===== src/msc_map.svh =====
// Register offsets, bit positions, reset values and timing counts
`ifndef MSC_MAP_SVH
`define MSC_MAP_SVH
`define MSC_OFF_MISC      8'h0c
`define MSC_OFF_IRQ_STAT  8'h10
`define MSC_OFF_IRQ_MASK  8'h11
`define MSC_BIT_POR       7
`define MSC_BIT_RISE      6
`define MSC_BIT_FALL      5
`define MSC_BIT_EXTEN     4
`define MSC_BIT_PULSE_A   3
`define MSC_BIT_PULSE_B   2
`define MSC_BIT_SLOW_BUS  1
`define MSC_BIT_WATCHDOG_ENABLE_BIT      0
`define MSC_PERIOD_SLOW   13'h1000
`define MSC_PERIOD_FAST   13'h0100
`define MSC_DIV_SLOW      6'h20
`define MSC_DIV_FAST      6'h02
`define MSC_EV_EXT        0
`define MSC_EV_WOR        1
`define MSC_EV_WATCHDOG_ENABLE_BIT       2
`define MSC_EV_POR        3
`define MSC_ZERO8         8'h00
`endif


===== src/msc_pkg.sv =====
// Types shared by the miscellaneous control block
package msc_pkg;
  typedef logic [7:0] msc_byte_t;
  typedef enum logic [1:0] {
    MSC_SENS_FALL_LOW = 2'b00,
    MSC_SENS_FALL     = 2'b01,
    MSC_SENS_RISE     = 2'b10,
    MSC_SENS_BOTH     = 2'b11
  } msc_sens_t;
endpackage


===== src/msc_edge_det.sv =====
// Edge and level interrupt detector for one input line
`include "msc_map.svh"
module msc_edge_det (
  // Clock and reset
  input  wire logic          clk,
  input  wire logic          nrst,
  // Control
  input  wire logic          invert,
  input  wire msc_pkg::msc_sens_t sens,
  input  wire logic          enable,
  // Line and request
  input  wire logic          line,
  output logic               req
);
  import msc_pkg::*;
  // ==========================================================
  // Edge detection
  logic prev_q;
  logic lvl;
  logic rise_w;
  logic fall_w;
  logic hit_w;
  // Invert so WOR sensitivity reuses the IRQ table mirrored
  assign lvl    = line ^ invert;
  assign rise_w = lvl & ~prev_q;
  assign fall_w = ~lvl & prev_q;
  assign hit_w  = (sens == MSC_SENS_FALL_LOW) ? (fall_w | ~lvl) :
                  (sens == MSC_SENS_FALL)     ? fall_w :
                  (sens == MSC_SENS_RISE)     ? rise_w :
                                                (rise_w | fall_w);
  // Previous line value and request register
  always_ff @(posedge clk) begin
    if (!nrst) begin
      prev_q <= 1'b1;  // Idle level of either line after inversion
      req    <= 1'b0;
    end else begin
      prev_q <= lvl;
      req    <= enable & hit_w;
    end
  end
endmodule


===== src/msc_top.sv =====
// Miscellaneous system control register with interrupt sensitivity
//
// Overview of operation
// - Power-on sets flag; software only clears it
// - Select bits writable with CPU mask; reset clears
// - IRQ pin sensitivity follows two select bits
// - Wired-OR sensitivity follows the mirrored table
// - Enable gates external interrupt; reset sets it
// - Modulator A period slow 4096, fast 256
// - Modulator B period slow 4096, fast 256
// - Slow bus divides oscillator by 32, else 2
// - Slow bus cleared by reset and stop
// - Writing one clears and enables watchdog
// - Watchdog enable takes option after any reset
// - Wired-OR enable raises request from inputs
//
// The address-and-strobe port was left to the implementer.
`include "msc_map.svh"
module msc_top #(
  parameter int  PORT_W    = 8,
  parameter bit  WATCHDOG_ENABLE_BIT_OPT  = 1'b0
) (
  // Clock and resets
  input  wire logic               CLK,
  input  wire logic               NRST,
  input  wire logic               POR_EVENT,
  input  wire logic               EXT_RESET,
  input  wire logic               WATCHDOG_ENABLE_BIT_RESET,
  // Register port
  input  wire logic [7:0]         ADDR,
  input  wire logic [7:0]         WDATA,
  input  wire logic               WR,
  input  wire logic               RD,
  output msc_pkg::msc_byte_t      RDATA,
  // CPU state
  input  wire logic               CPU_IMASK,
  input  wire logic               STOP_ENTRY,
  // Interrupt sources
  input  wire logic               IRQ_N,
  input  wire logic [PORT_W-1:0]  PORTB_IN,
  input  wire logic [PORT_W-1:0]  PORTB_DDR,
  input  wire logic               WIRED_OR_INT_ENABLE,
  // Outputs
  output logic                    EXT_IRQ_REQ,
  output logic                    IRQ_OUT,
  output logic [12:0]             PULSE_A_PERIOD,
  output logic [12:0]             PULSE_B_PERIOD,
  output logic [5:0]              BUS_DIVIDE,
  output logic                    SLOW_BUS_SELECT,
  output logic                    WATCHDOG_ENABLE,
  output logic                    WATCHDOG_CLEAR
);
  import msc_pkg::*;
  // ==========================================================
  // Register state
  logic       por_q;
  logic       rise_q;
  logic       fall_q;
  logic       exten_q;
  logic       pulse_a_slow_q;
  logic       pulse_b_slow_q;
  logic       slow_bus_q;
  logic       watchdog_enable_bit_q;
  logic [3:0] stat_q;
  logic [3:0] mask_q;
  logic       boot_q;
  logic       ext_rst_d1_q;
  msc_sens_t  sens_w;
  // ==========================================================
  // Decode
  logic       wr_misc;
  logic       wr_stat;
  logic       wr_mask;
  logic       wr_prot;
  logic       hard_rst;
  logic [7:0] misc_rd;
  logic [7:0] rd_mux;
  assign wr_misc  = WR & (ADDR == `MSC_OFF_MISC);
  assign wr_stat  = WR & (ADDR == `MSC_OFF_IRQ_STAT);
  assign wr_mask  = WR & (ADDR == `MSC_OFF_IRQ_MASK);
  assign wr_prot  = wr_misc & CPU_IMASK;
  assign hard_rst = POR_EVENT | EXT_RESET;
  assign sens_w   = msc_sens_t'({rise_q, fall_q});
  // Read image with flag on top and watchdog at bottom
  assign misc_rd  = {por_q, rise_q, fall_q, exten_q,
                     pulse_a_slow_q, pulse_b_slow_q,
                     slow_bus_q, watchdog_enable_bit_q};
  assign rd_mux   = (ADDR == `MSC_OFF_MISC)     ? misc_rd :
                    (ADDR == `MSC_OFF_IRQ_STAT) ? {4'h0, stat_q} :
                    (ADDR == `MSC_OFF_IRQ_MASK) ? {4'h0, mask_q} :
                                                  `MSC_ZERO8;
  // ==========================================================
  // Interrupt detectors
  logic              irq_hit;
  logic [PORT_W-1:0] wor_hit;
  logic              wor_any;
  msc_edge_det u_irq (
    .clk    (CLK),
    .nrst   (NRST),
    .invert (1'b0),
    .sens   (sens_w),
    .enable (exten_q),
    .line   (IRQ_N),
    .req    (irq_hit)
  );
  genvar gi;
  generate
    for (gi = 0; gi < PORT_W; gi++) begin : g_wor
      // Inverted line mirrors the table for wired-OR pins
      msc_edge_det u_wor (
        .clk    (CLK),
        .nrst   (NRST),
        .invert (1'b1),
        .sens   (sens_w),
        .enable (WIRED_OR_INT_ENABLE & ~PORTB_DDR[gi]),
        .line   (PORTB_IN[gi]),
        .req    (wor_hit[gi])
      );
    end
  endgenerate
  assign wor_any = |wor_hit;
  // ==========================================================
  // Power-on flag
  always_ff @(posedge CLK) begin
    if (!NRST) begin
      por_q <= 1'b0;
    end else if (POR_EVENT) begin
      por_q <= 1'b1;
    end else if (wr_misc && !WDATA[`MSC_BIT_POR]) begin
      por_q <= 1'b0;
    end
  end
  // Sensitivity and enable, writable only with CPU mask set
  always_ff @(posedge CLK) begin
    if (!NRST) begin
      rise_q  <= 1'b0;
      fall_q  <= 1'b0;
      exten_q <= 1'b1;
    end else if (hard_rst) begin
      rise_q  <= 1'b0;
      fall_q  <= 1'b0;
      exten_q <= 1'b1;
    end else if (wr_prot) begin
      rise_q  <= WDATA[`MSC_BIT_RISE];
      fall_q  <= WDATA[`MSC_BIT_FALL];
      exten_q <= WDATA[`MSC_BIT_EXTEN];
    end
  end
  // Modulator speed bits, applied at once without buffering
  always_ff @(posedge CLK) begin
    if (!NRST) begin
      pulse_a_slow_q <= 1'b0;
      pulse_b_slow_q <= 1'b0;
    end else if (hard_rst) begin
      pulse_a_slow_q <= 1'b0;
      pulse_b_slow_q <= 1'b0;
    end else if (wr_misc) begin
      pulse_a_slow_q <= WDATA[`MSC_BIT_PULSE_A];
      pulse_b_slow_q <= WDATA[`MSC_BIT_PULSE_B];
    end
  end
  // Slow bus bit
  always_ff @(posedge CLK) begin
    if (!NRST) begin
      slow_bus_q <= 1'b0;
    end else if (hard_rst || STOP_ENTRY) begin
      slow_bus_q <= 1'b0;
    end else if (wr_misc) begin
      slow_bus_q <= WDATA[`MSC_BIT_SLOW_BUS];
    end
  end
  // Watchdog enable: option value after reset, software sets only
  always_ff @(posedge CLK) begin
    if (!NRST) begin
      watchdog_enable_bit_q         <= 1'b0;
      boot_q         <= 1'b1;
      WATCHDOG_CLEAR <= 1'b0;
    end else begin
      boot_q         <= 1'b0;
      WATCHDOG_CLEAR <= wr_misc & WDATA[`MSC_BIT_WATCHDOG_ENABLE_BIT];
      if (boot_q || hard_rst || WATCHDOG_ENABLE_BIT_RESET) begin
        watchdog_enable_bit_q <= WATCHDOG_ENABLE_BIT_OPT;
      end else if (wr_misc && WDATA[`MSC_BIT_WATCHDOG_ENABLE_BIT]) begin
        watchdog_enable_bit_q <= 1'b1;
      end
    end
  end
  // ==========================================================
  // Sticky event status; set wins over clear
  logic [3:0] ev_w;
  assign ev_w[`MSC_EV_EXT]  = irq_hit;
  assign ev_w[`MSC_EV_WOR]  = wor_any;
  assign ev_w[`MSC_EV_WATCHDOG_ENABLE_BIT] = WATCHDOG_ENABLE_BIT_RESET;
  assign ev_w[`MSC_EV_POR]  = POR_EVENT;
  always_ff @(posedge CLK) begin
    if (!NRST) begin
      stat_q <= 4'h0;
      mask_q <= 4'h0;
    end else begin
      stat_q <= (stat_q & ~(wr_stat ? WDATA[3:0] : 4'h0)) | ev_w;
      if (wr_mask) begin
        mask_q <= WDATA[3:0];
      end
    end
  end
  // ==========================================================
  // Registered outputs
  always_ff @(posedge CLK) begin
    if (!NRST) begin
      RDATA           <= `MSC_ZERO8;
      EXT_IRQ_REQ     <= 1'b0;
      IRQ_OUT         <= 1'b0;
      PULSE_A_PERIOD  <= `MSC_PERIOD_FAST;
      PULSE_B_PERIOD  <= `MSC_PERIOD_FAST;
      BUS_DIVIDE      <= `MSC_DIV_FAST;
      SLOW_BUS_SELECT <= 1'b0;
      WATCHDOG_ENABLE <= 1'b0;
    end else begin
      RDATA           <= RD ? rd_mux : `MSC_ZERO8;
      EXT_IRQ_REQ     <= irq_hit | wor_any;
      IRQ_OUT         <= |(stat_q & mask_q);
      PULSE_A_PERIOD  <= pulse_a_slow_q ? `MSC_PERIOD_SLOW
                                        : `MSC_PERIOD_FAST;
      PULSE_B_PERIOD  <= pulse_b_slow_q ? `MSC_PERIOD_SLOW
                                        : `MSC_PERIOD_FAST;
      BUS_DIVIDE      <= slow_bus_q ? `MSC_DIV_SLOW
                                    : `MSC_DIV_FAST;
      SLOW_BUS_SELECT <= slow_bus_q;
      WATCHDOG_ENABLE <= watchdog_enable_bit_q;
    end
  end
  // ==========================================================
  // Checks
  chk_por_set: assert property (@(posedge CLK) disable iff (!NRST)
    POR_EVENT |=> por_q)
    else $error("power-on flag not set");
  chk_por_nosw: assert property (@(posedge CLK) disable iff (!NRST)
    (!por_q && !POR_EVENT) |=> !por_q)
    else $error("power-on flag set by software");
  chk_sel_guard: assert property (@(posedge CLK) disable iff (!NRST)
    (!CPU_IMASK && !hard_rst) |=> $stable({rise_q, fall_q, exten_q}))
    else $error("select bits changed with mask clear");
  chk_ext_reset: assert property (@(posedge CLK) disable iff (!NRST)
    hard_rst |=> (!rise_q && !fall_q && exten_q))
    else $error("reset values of select bits wrong");
  chk_pwm_a: assert property (@(posedge CLK) disable iff (!NRST)
    pulse_a_slow_q |=> PULSE_A_PERIOD == `MSC_PERIOD_SLOW)
    else $error("modulator A period wrong");
  chk_pwm_b: assert property (@(posedge CLK) disable iff (!NRST)
    !pulse_b_slow_q |=> PULSE_B_PERIOD == `MSC_PERIOD_FAST)
    else $error("modulator B period wrong");
  chk_bus_div: assert property (@(posedge CLK) disable iff (!NRST)
    slow_bus_q |=> BUS_DIVIDE == `MSC_DIV_SLOW)
    else $error("slow bus divide wrong");
  chk_stop_clr: assert property (@(posedge CLK) disable iff (!NRST)
    STOP_ENTRY |=> ##1 !SLOW_BUS_SELECT)
    else $error("slow bus not cleared at stop");
  chk_watchdog_enable_bit_keep: assert property (@(posedge CLK) disable iff (!NRST)
    (watchdog_enable_bit_q && !boot_q && !hard_rst && !WATCHDOG_ENABLE_BIT_RESET) |=> watchdog_enable_bit_q)
    else $error("watchdog disabled by software");
  chk_watchdog_enable_bit_opt: assert property (@(posedge CLK) disable iff (!NRST)
    WATCHDOG_ENABLE_BIT_RESET |=> watchdog_enable_bit_q == WATCHDOG_ENABLE_BIT_OPT)
    else $error("watchdog option value not taken");
  cov_por: cover property (@(posedge CLK) POR_EVENT ##1 wr_misc);
  cov_irq: cover property (@(posedge CLK) irq_hit ##2 IRQ_OUT);
  cov_wor: cover property (@(posedge CLK) wor_any);
  cov_watchdog_enable_bit: cover property (@(posedge CLK) WATCHDOG_CLEAR);
endmodule


===== config.mk =====
export PLATFORM = sky130hd
export DESIGN_NAME = msc_top
export DESIGN_NICKNAME = d
export VERILOG_FILES = /design/src/msc_pkg.sv /design/src/msc_edge_det.sv /design/src/msc_top.sv
export VERILOG_INCLUDE_DIRS = /design/src /design/src/src
export SDC_FILE = /design/constraint.sdc
export NUM_CORES = 1
export LEC_CHECK = 0
export ABC_AREA = 1
export BUFFER_PORTS_ARGS = -buffer_cell sky130_fd_sc_hd__buf_2
export CELL_PAD_IN_SITES_DETAIL_PLACEMENT = 0
export CELL_PAD_IN_SITES_GLOBAL_PLACEMENT = 1
export CORE_ASPECT_RATIO = 1.4
export CORE_MARGIN = 10
export CORE_UTILIZATION = 30
export CTS_CLUSTER_DIAMETER = 60
export DETAILED_ROUTE_END_ITERATION = 10
export PLACE_DENSITY = 0.68
export SYNTH_ARGS = -nofsm -noshare
export SYNTH_HDL_FRONTEND = slang
export SYNTH_SLANG_ARGS = --single-unit

===== constraint.sdc =====
create_clock -name CLK -period 1.5 [get_ports CLK]
set_clock_uncertainty 0.15 [all_clocks]
set_input_delay 0.3 -clock CLK [delete_from_list [all_inputs] [get_ports CLK]]
set_output_delay 0.3 -clock CLK [all_outputs]
set_load 0.1 [all_outputs]

-- Word-level counts from Yosys, hierarchy flattened
Cells that the tools add are included.
- equality and inequality tests: 5
- mux-type cells: 37
- bitwise logic cells: 91
- reductions and logical operators: 14
- operators with widths (cell ; count):
    $and A1 B1 Y1 ; 40
    $mux W1 ; 30
    $not A1 Y1 ; 27
    $mux W13 ; 2
    $or A1 B1 Y1 ; 20
    $eq A8 B5 Y1 const B ; 2
    $mux W4 ; 3
    $and A4 B4 Y4 ; 2
    $eq A8 B4 Y1 const B ; 1
    $mux W8 ; 1
    $reduce_or A8 Y1 ; 1
    $mux W6 ; 1
    $reduce_or A2 Y1 ; 3
    $not A4 Y4 ; 1
    $or A4 B4 Y4 ; 1
    $reduce_or A4 Y1 ; 1
    $logic_or A1 B1 Y1 ; 3
    $eq A2 B1 Y1 const B ; 1
    $eq A2 B2 Y1 const B ; 1
    $logic_and A1 B1 Y1 ; 2
    $logic_not A2 Y1 ; 1
    $reduce_and A2 Y1 ; 1
    $reduce_bool A2 Y1 ; 1
    $logic_not A1 Y1 ; 1
- register bits: 80
- output and inout bits: 45
- word-level logic and storage cells: 185

-- Logic depth before layout (Yosys ltp)
- depth in word-level cells: 7
- mapped depth: 8
- depth with buffers taken out: 8

-- Cells and area by module
Synthesis repeated with hierarchy kept, for this count alone.
- cells, all modules: 446
- area total of the unflattened synthesis: 3006.6 um^2
- by module, submodules not included (module ; instances ; cells an instance ; area an instance (um^2)):
    msc_top ; 1 ; 221 ; 1666.6
    msc_edge_det ; 9 ; 25 ; 148.9

-- Worst setup path after synthesis
OpenSTA, ideal clock, no wires.
- path kind: register to output
- start: register BUS_DIVIDE[5]
- end: output port BUS_DIVIDE[5]
- arrival time: 1356 ps
- required time: 1050 ps
- path slack: -306 ps
- stages on the path, launching flop included: 2
- path buffers: 1
- cell sequence: dfxtp_1 buf_4
- RTL lines (item ; line ; source):
    start, declared ; msc_top.sv:48 ; output logic [5:0] BUS_DIVIDE,
    start signal, assigned ; msc_top.sv:215 ; BUS_DIVIDE <= `MSC_DIV_FAST;
    start signal, assigned ; msc_top.sv:226 ; BUS_DIVIDE <= slow_bus_q ? `MSC_DIV_SLOW
No word-level cell between the ends.

-- Worst setup path after layout
- start: register PULSE_A_PERIOD[8]
- end: output port PULSE_A_PERIOD[8]
- RTL lines (item ; line ; source):
    start, declared ; msc_top.sv:46 ; output logic [12:0] PULSE_A_PERIOD,
    start signal, assigned ; msc_top.sv:213 ; PULSE_A_PERIOD <= `MSC_PERIOD_FAST;
    start signal, assigned ; msc_top.sv:222 ; PULSE_A_PERIOD <= pulse_a_slow_q ? `MSC_PERIOD_SLOW
No word-level cell between the ends.

==> metrics.log <==
INFO  metric worst_hold_path.endpoint = g_wor[3].u_wor.req
INFO  metric place_hpwl = around 5.6 mm
INFO  metric floorplan.initialDensity = 30.8%
INFO  metric synth_largest_area_cell = dfxtp_1
INFO  metric synth_simple_gate_area_share = between 20% and 30%
INFO  metric cp_slowest_stage_delay = about 0.42 ns
INFO  metric die_area = roughly 13000 um^2
INFO  metric setup_violations = 0
INFO  metric tritoncts.num_buffers = 5
INFO  metric starting_drc_count_in_detailed_routing = just over 70
INFO  metric post_layout_nonfiller_instances = 534
INFO  metric worst-endpoint-arrival = approximately 1.0 ns
INFO  metric max-cap-violations = 0
INFO  metric postCtsSetupBuffers = 0
INFO  metric final_min_period_over_clock_period = a little over nine tenths
INFO  metric crit_chain = buf_2
INFO  metric slew_violations = 0
INFO  metric critPathTopFamily = buffers and inverters
INFO  metric routed-via-count = 2269
INFO  metric ir_drop_worst_case_vdd = between 0.5 and 0.6 mV
INFO  metric power_frac_comb = approximately 18%
INFO  metric power_report.internal_total = roughly 0.0022 W
INFO  metric synth.most_common_cell = nand2_1
INFO  metric max_freq = 0.685 GHz
INFO  metric grt_setup_unrepaired = no
INFO  metric async_flop_share = 0%
INFO  metric synth_compound_gate_area_share = 7.32%
INFO  metric postRouteAntennaNets = 0
INFO  metric crit_type = flop to primary output
INFO  metric report.power.total = 0.00313 W
INFO  metric clk_transition_reported_paths = roughly 0.070 ns
INFO  metric row_count = 40
INFO  metric fp.dieW = between 90 and 100 um
INFO  metric synthDominantCellAreaShare = between 40% and 50%
INFO  metric cts-root-to-sink-buffers = 2
INFO  metric gp_routability_congestion = 0.829
INFO  metric path_buf_inv = 1
INFO  metric globalRouteTotalUtil = 10.0%
INFO  metric post_synth.cell_area_avg = 7.49 um^2
INFO  metric pin_count_of_the_biggest_net_entering_global_routing = 16
INFO  metric grt_pass1_wl = between 10 and 15 mm
INFO  metric fill_cell_total_of_the_finished_layout = 922
INFO  metric viasPerCell = between 4 and 5
INFO  metric seq_power_share = approximately 47%
INFO  metric worstReg2RegStart = fall_q
INFO  metric crit_fanout = 1
INFO  metric outcome = complete, no violations
INFO  metric grt.overflow.total = 0
INFO  metric timing.critical_path.from = PULSE_A_PERIOD[8]
INFO  metric synth_fa_ha_area_share = roughly 8.5%
INFO  metric crit-reg2reg-capture = g_wor[7].u_wor.req
INFO  metric h-tree-depth = 2
INFO  metric numClockSinks = 53
INFO  metric yosysSeqAreaShare = 40.0%
INFO  metric wire_per_inst = between 10 and 15 um
INFO  metric count_of_hold_buffers_inserted_by_post_cts_repair = 0
INFO  metric tns = 0 ns
INFO  metric vias_in_the_first_global_route = 2385
INFO  metric fp.coreArea = between 8000 and 9000 um^2
INFO  metric power.net_switching = 0.000957 W
INFO  metric place.port_buffers = 61
INFO  metric ys_seq_elements = 53
INFO  metric hold_start = PORTB_DDR[3]
INFO  metric crit_path_top_delay_cell = buf_2
INFO  metric pwr-share-clk = between 30% and 40%
INFO  metric yosys-top-cells-count = nand2_1, inv_1, dfxtp_1, nor2_1, buf_4
INFO  metric count_of_flip_flops_with_a_built_in_enable_after_synthesis = 0
INFO  metric power_density = 936 nW/um^2
INFO  metric cts.root.buffer_cell = clkbuf_16
INFO  metric critical_path_required = 1.05 ns
INFO  metric share_of_post_route_cells_with_drive_strength_above_1 = 23.1%
INFO  metric hp-class = primary input to flop
INFO  metric post_dp_cell_area = 3200 um^2
INFO  metric count_of_yosys_warnings_during_synthesis = 0
INFO  metric area_delta_synth_final = 26.3%
INFO  metric final_period_minus_worst_setup_slack = between 1 and 1.5 ns
INFO  metric power_switching_share = 30.5%
INFO  metric worst_setup_path_start_kind = flop
INFO  metric antenna_found_initial = 0
INFO  metric tritoncts = yes
INFO  metric placed_cell_count = between 500 and 600
INFO  metric worstRegToRegCells = 6
INFO  metric netlist_area = 2650 um^2
INFO  metric drcViolationCount = 0
INFO  metric detailedRoute.firstPassIterationCount = 4
INFO  metric final_hold_violation_count = 0
INFO  metric synth_top_family_by_area = simple AND/OR/NAND/NOR gates
INFO  metric netlist_instances = between 300 and 400
INFO  metric post_synth_num_cell_types = 29
INFO  metric num_antenna_cells = 0
INFO  metric endpoint_kind = primary output
INFO  metric number_of_nets_in_the_finished_design = 489
INFO  metric ys_top_cells_by_area = dfxtp_1, nand2_1, ha_1
INFO  metric xor_xnor_share_of_the_synthesized_area = 0%
INFO  metric dieHeight = ~130 um
INFO  metric worstSkewPairLatency = ~0.28 ns
INFO  metric pin_count = between 80 and 90
INFO  metric post-route-cell-area = 3350 um^2
INFO  metric end_of_flow_core_utilization = between 30% and 40%
INFO  metric synth_ff_type = dfxtp_1
INFO  metric p_leak = between 1.5 and 2 nW
INFO  metric drt_wl_total = ~6.8 mm
INFO  metric hold-path-cell-count = 2
INFO  metric portion_of_netlist_area_occupied_by_mux_cells = 0%
INFO  metric regToRegSetupSlack = 0.18 ns
per-layer routing:
layer  vias up  routed length [um]  GRT usage (%)  part of all wire [%]
met3         9                 451           3.52                   6.6
met4         0                  86           2.56                   1.3
met1      1003                2770           10.7                    41
li1       1190                   -              -                     -
met2        67                3480           18.0                    51
met5         -                   0              0                     0
through the flow:
stage	setup slack [ns]	hold WS (ns)
2_1_floorplan	0.0282	0.212
3_3_place_gp	0.00383	0.267
3_5_place_dp	0.0281	0.267
4_1_cts	0.0243	0.0215
5_1_grt	0.00281	0.0203
6_report	0.0408	0.0282
timing repair:
action / CTS / global route
endpoints found under the setup margin: 1 / 3
pin swaps: 0 / 0
resized for setup: 1 / 4
cells by family (layout without fill, tap and decap cells):
family	Yosys count	in the layout
fa+ha+maj	18	18
buf+inv	89	139
flops	53	53
other cells	1	26
simple gates	159	159
compound gates	34	34
flip-flops by register name, summed over array words and instances, names as in the netlist, 2 cells and up:
name,count
PULSE_B_PERIOD,2
stat_q,4
mask_q,4
RDATA,8
g_wor.u_wor.req,8
PULSE_A_PERIOD,2
BUS_DIVIDE,2
g_wor.u_wor.prev_q,8
final cells by class:
cell class,count,area (um^2),area share [%]
multi-input cells,237,1230,36.8
flip-flops and latches,53,1060,31.8
repair buffers,76,573,17.1
inverters,55,208,6.20
clock buffers,7,133,3.96
well taps,105,131,3.92
clock inverters,1,7.51,0.224
worst max path at each step:
stage	end	cells past startpoint	slack [ns]
finish	PULSE_A_PERIOD[8]	1	0.04
global route	g_wor[7].u_wor.req	5	0.003
CTS	EXT_IRQ_REQ	1	0.02
detailed placement	g_wor[7].u_wor.req	5	0.03
global placement	g_wor[7].u_wor.req	5	0.004
floorplan	BUS_DIVIDE[5]	1	0.03
power by group through the flow:
stage          logic [W]  registers, W  clock network [W]
2_1_floorplan   0.000466       0.00151                  0
3_3_place_gp    0.000557       0.00149                  0
3_5_place_dp    0.000562       0.00150                  0
4_1_cts         0.000563       0.00146            0.00114
5_1_grt         0.000608       0.00147            0.00120
6_report        0.000563       0.00146            0.00111
cells in the final DEF, fill, tap and decap left out:
| master | count |
|---|---|
| nand2_1 | 75 |
| a21oi_1 | 10 |
| inv_1 | 53 |
| nand2_4 | 1 |
| a41oi_1 | 1 |
| nor2_1 | 35 |
| clkbuf_1 | 2 |
| nand2_2 | 2 |
| nor2_2 | 3 |
| nand3_1 | 20 |
| inv_2 | 1 |
| clkinvlp_4 | 1 |
| buf_4 | 15 |
| dfxtp_1 | 51 |
| o31ai_1 | 1 |
| a22oi_1 | 5 |
| o21ai_0 | 14 |
| a31oi_1 | 1 |
| buf_12 | 10 |
| clkbuf_16 | 5 |
| nor3_1 | 12 |
| nand3_4 | 1 |
| or2_2 | 1 |
| nor2_4 | 4 |
| clkinv_2 | 1 |
| o21ai_1 | 1 |
| dfxtp_2 | 2 |
| buf_2 | 49 |
| ha_1 | 18 |
| conb_1 | 26 |
| a21oi_2 | 1 |
| clkbuf_4 | 2 |
| nand4_1 | 5 |
(Power assumes the default switching activity.)
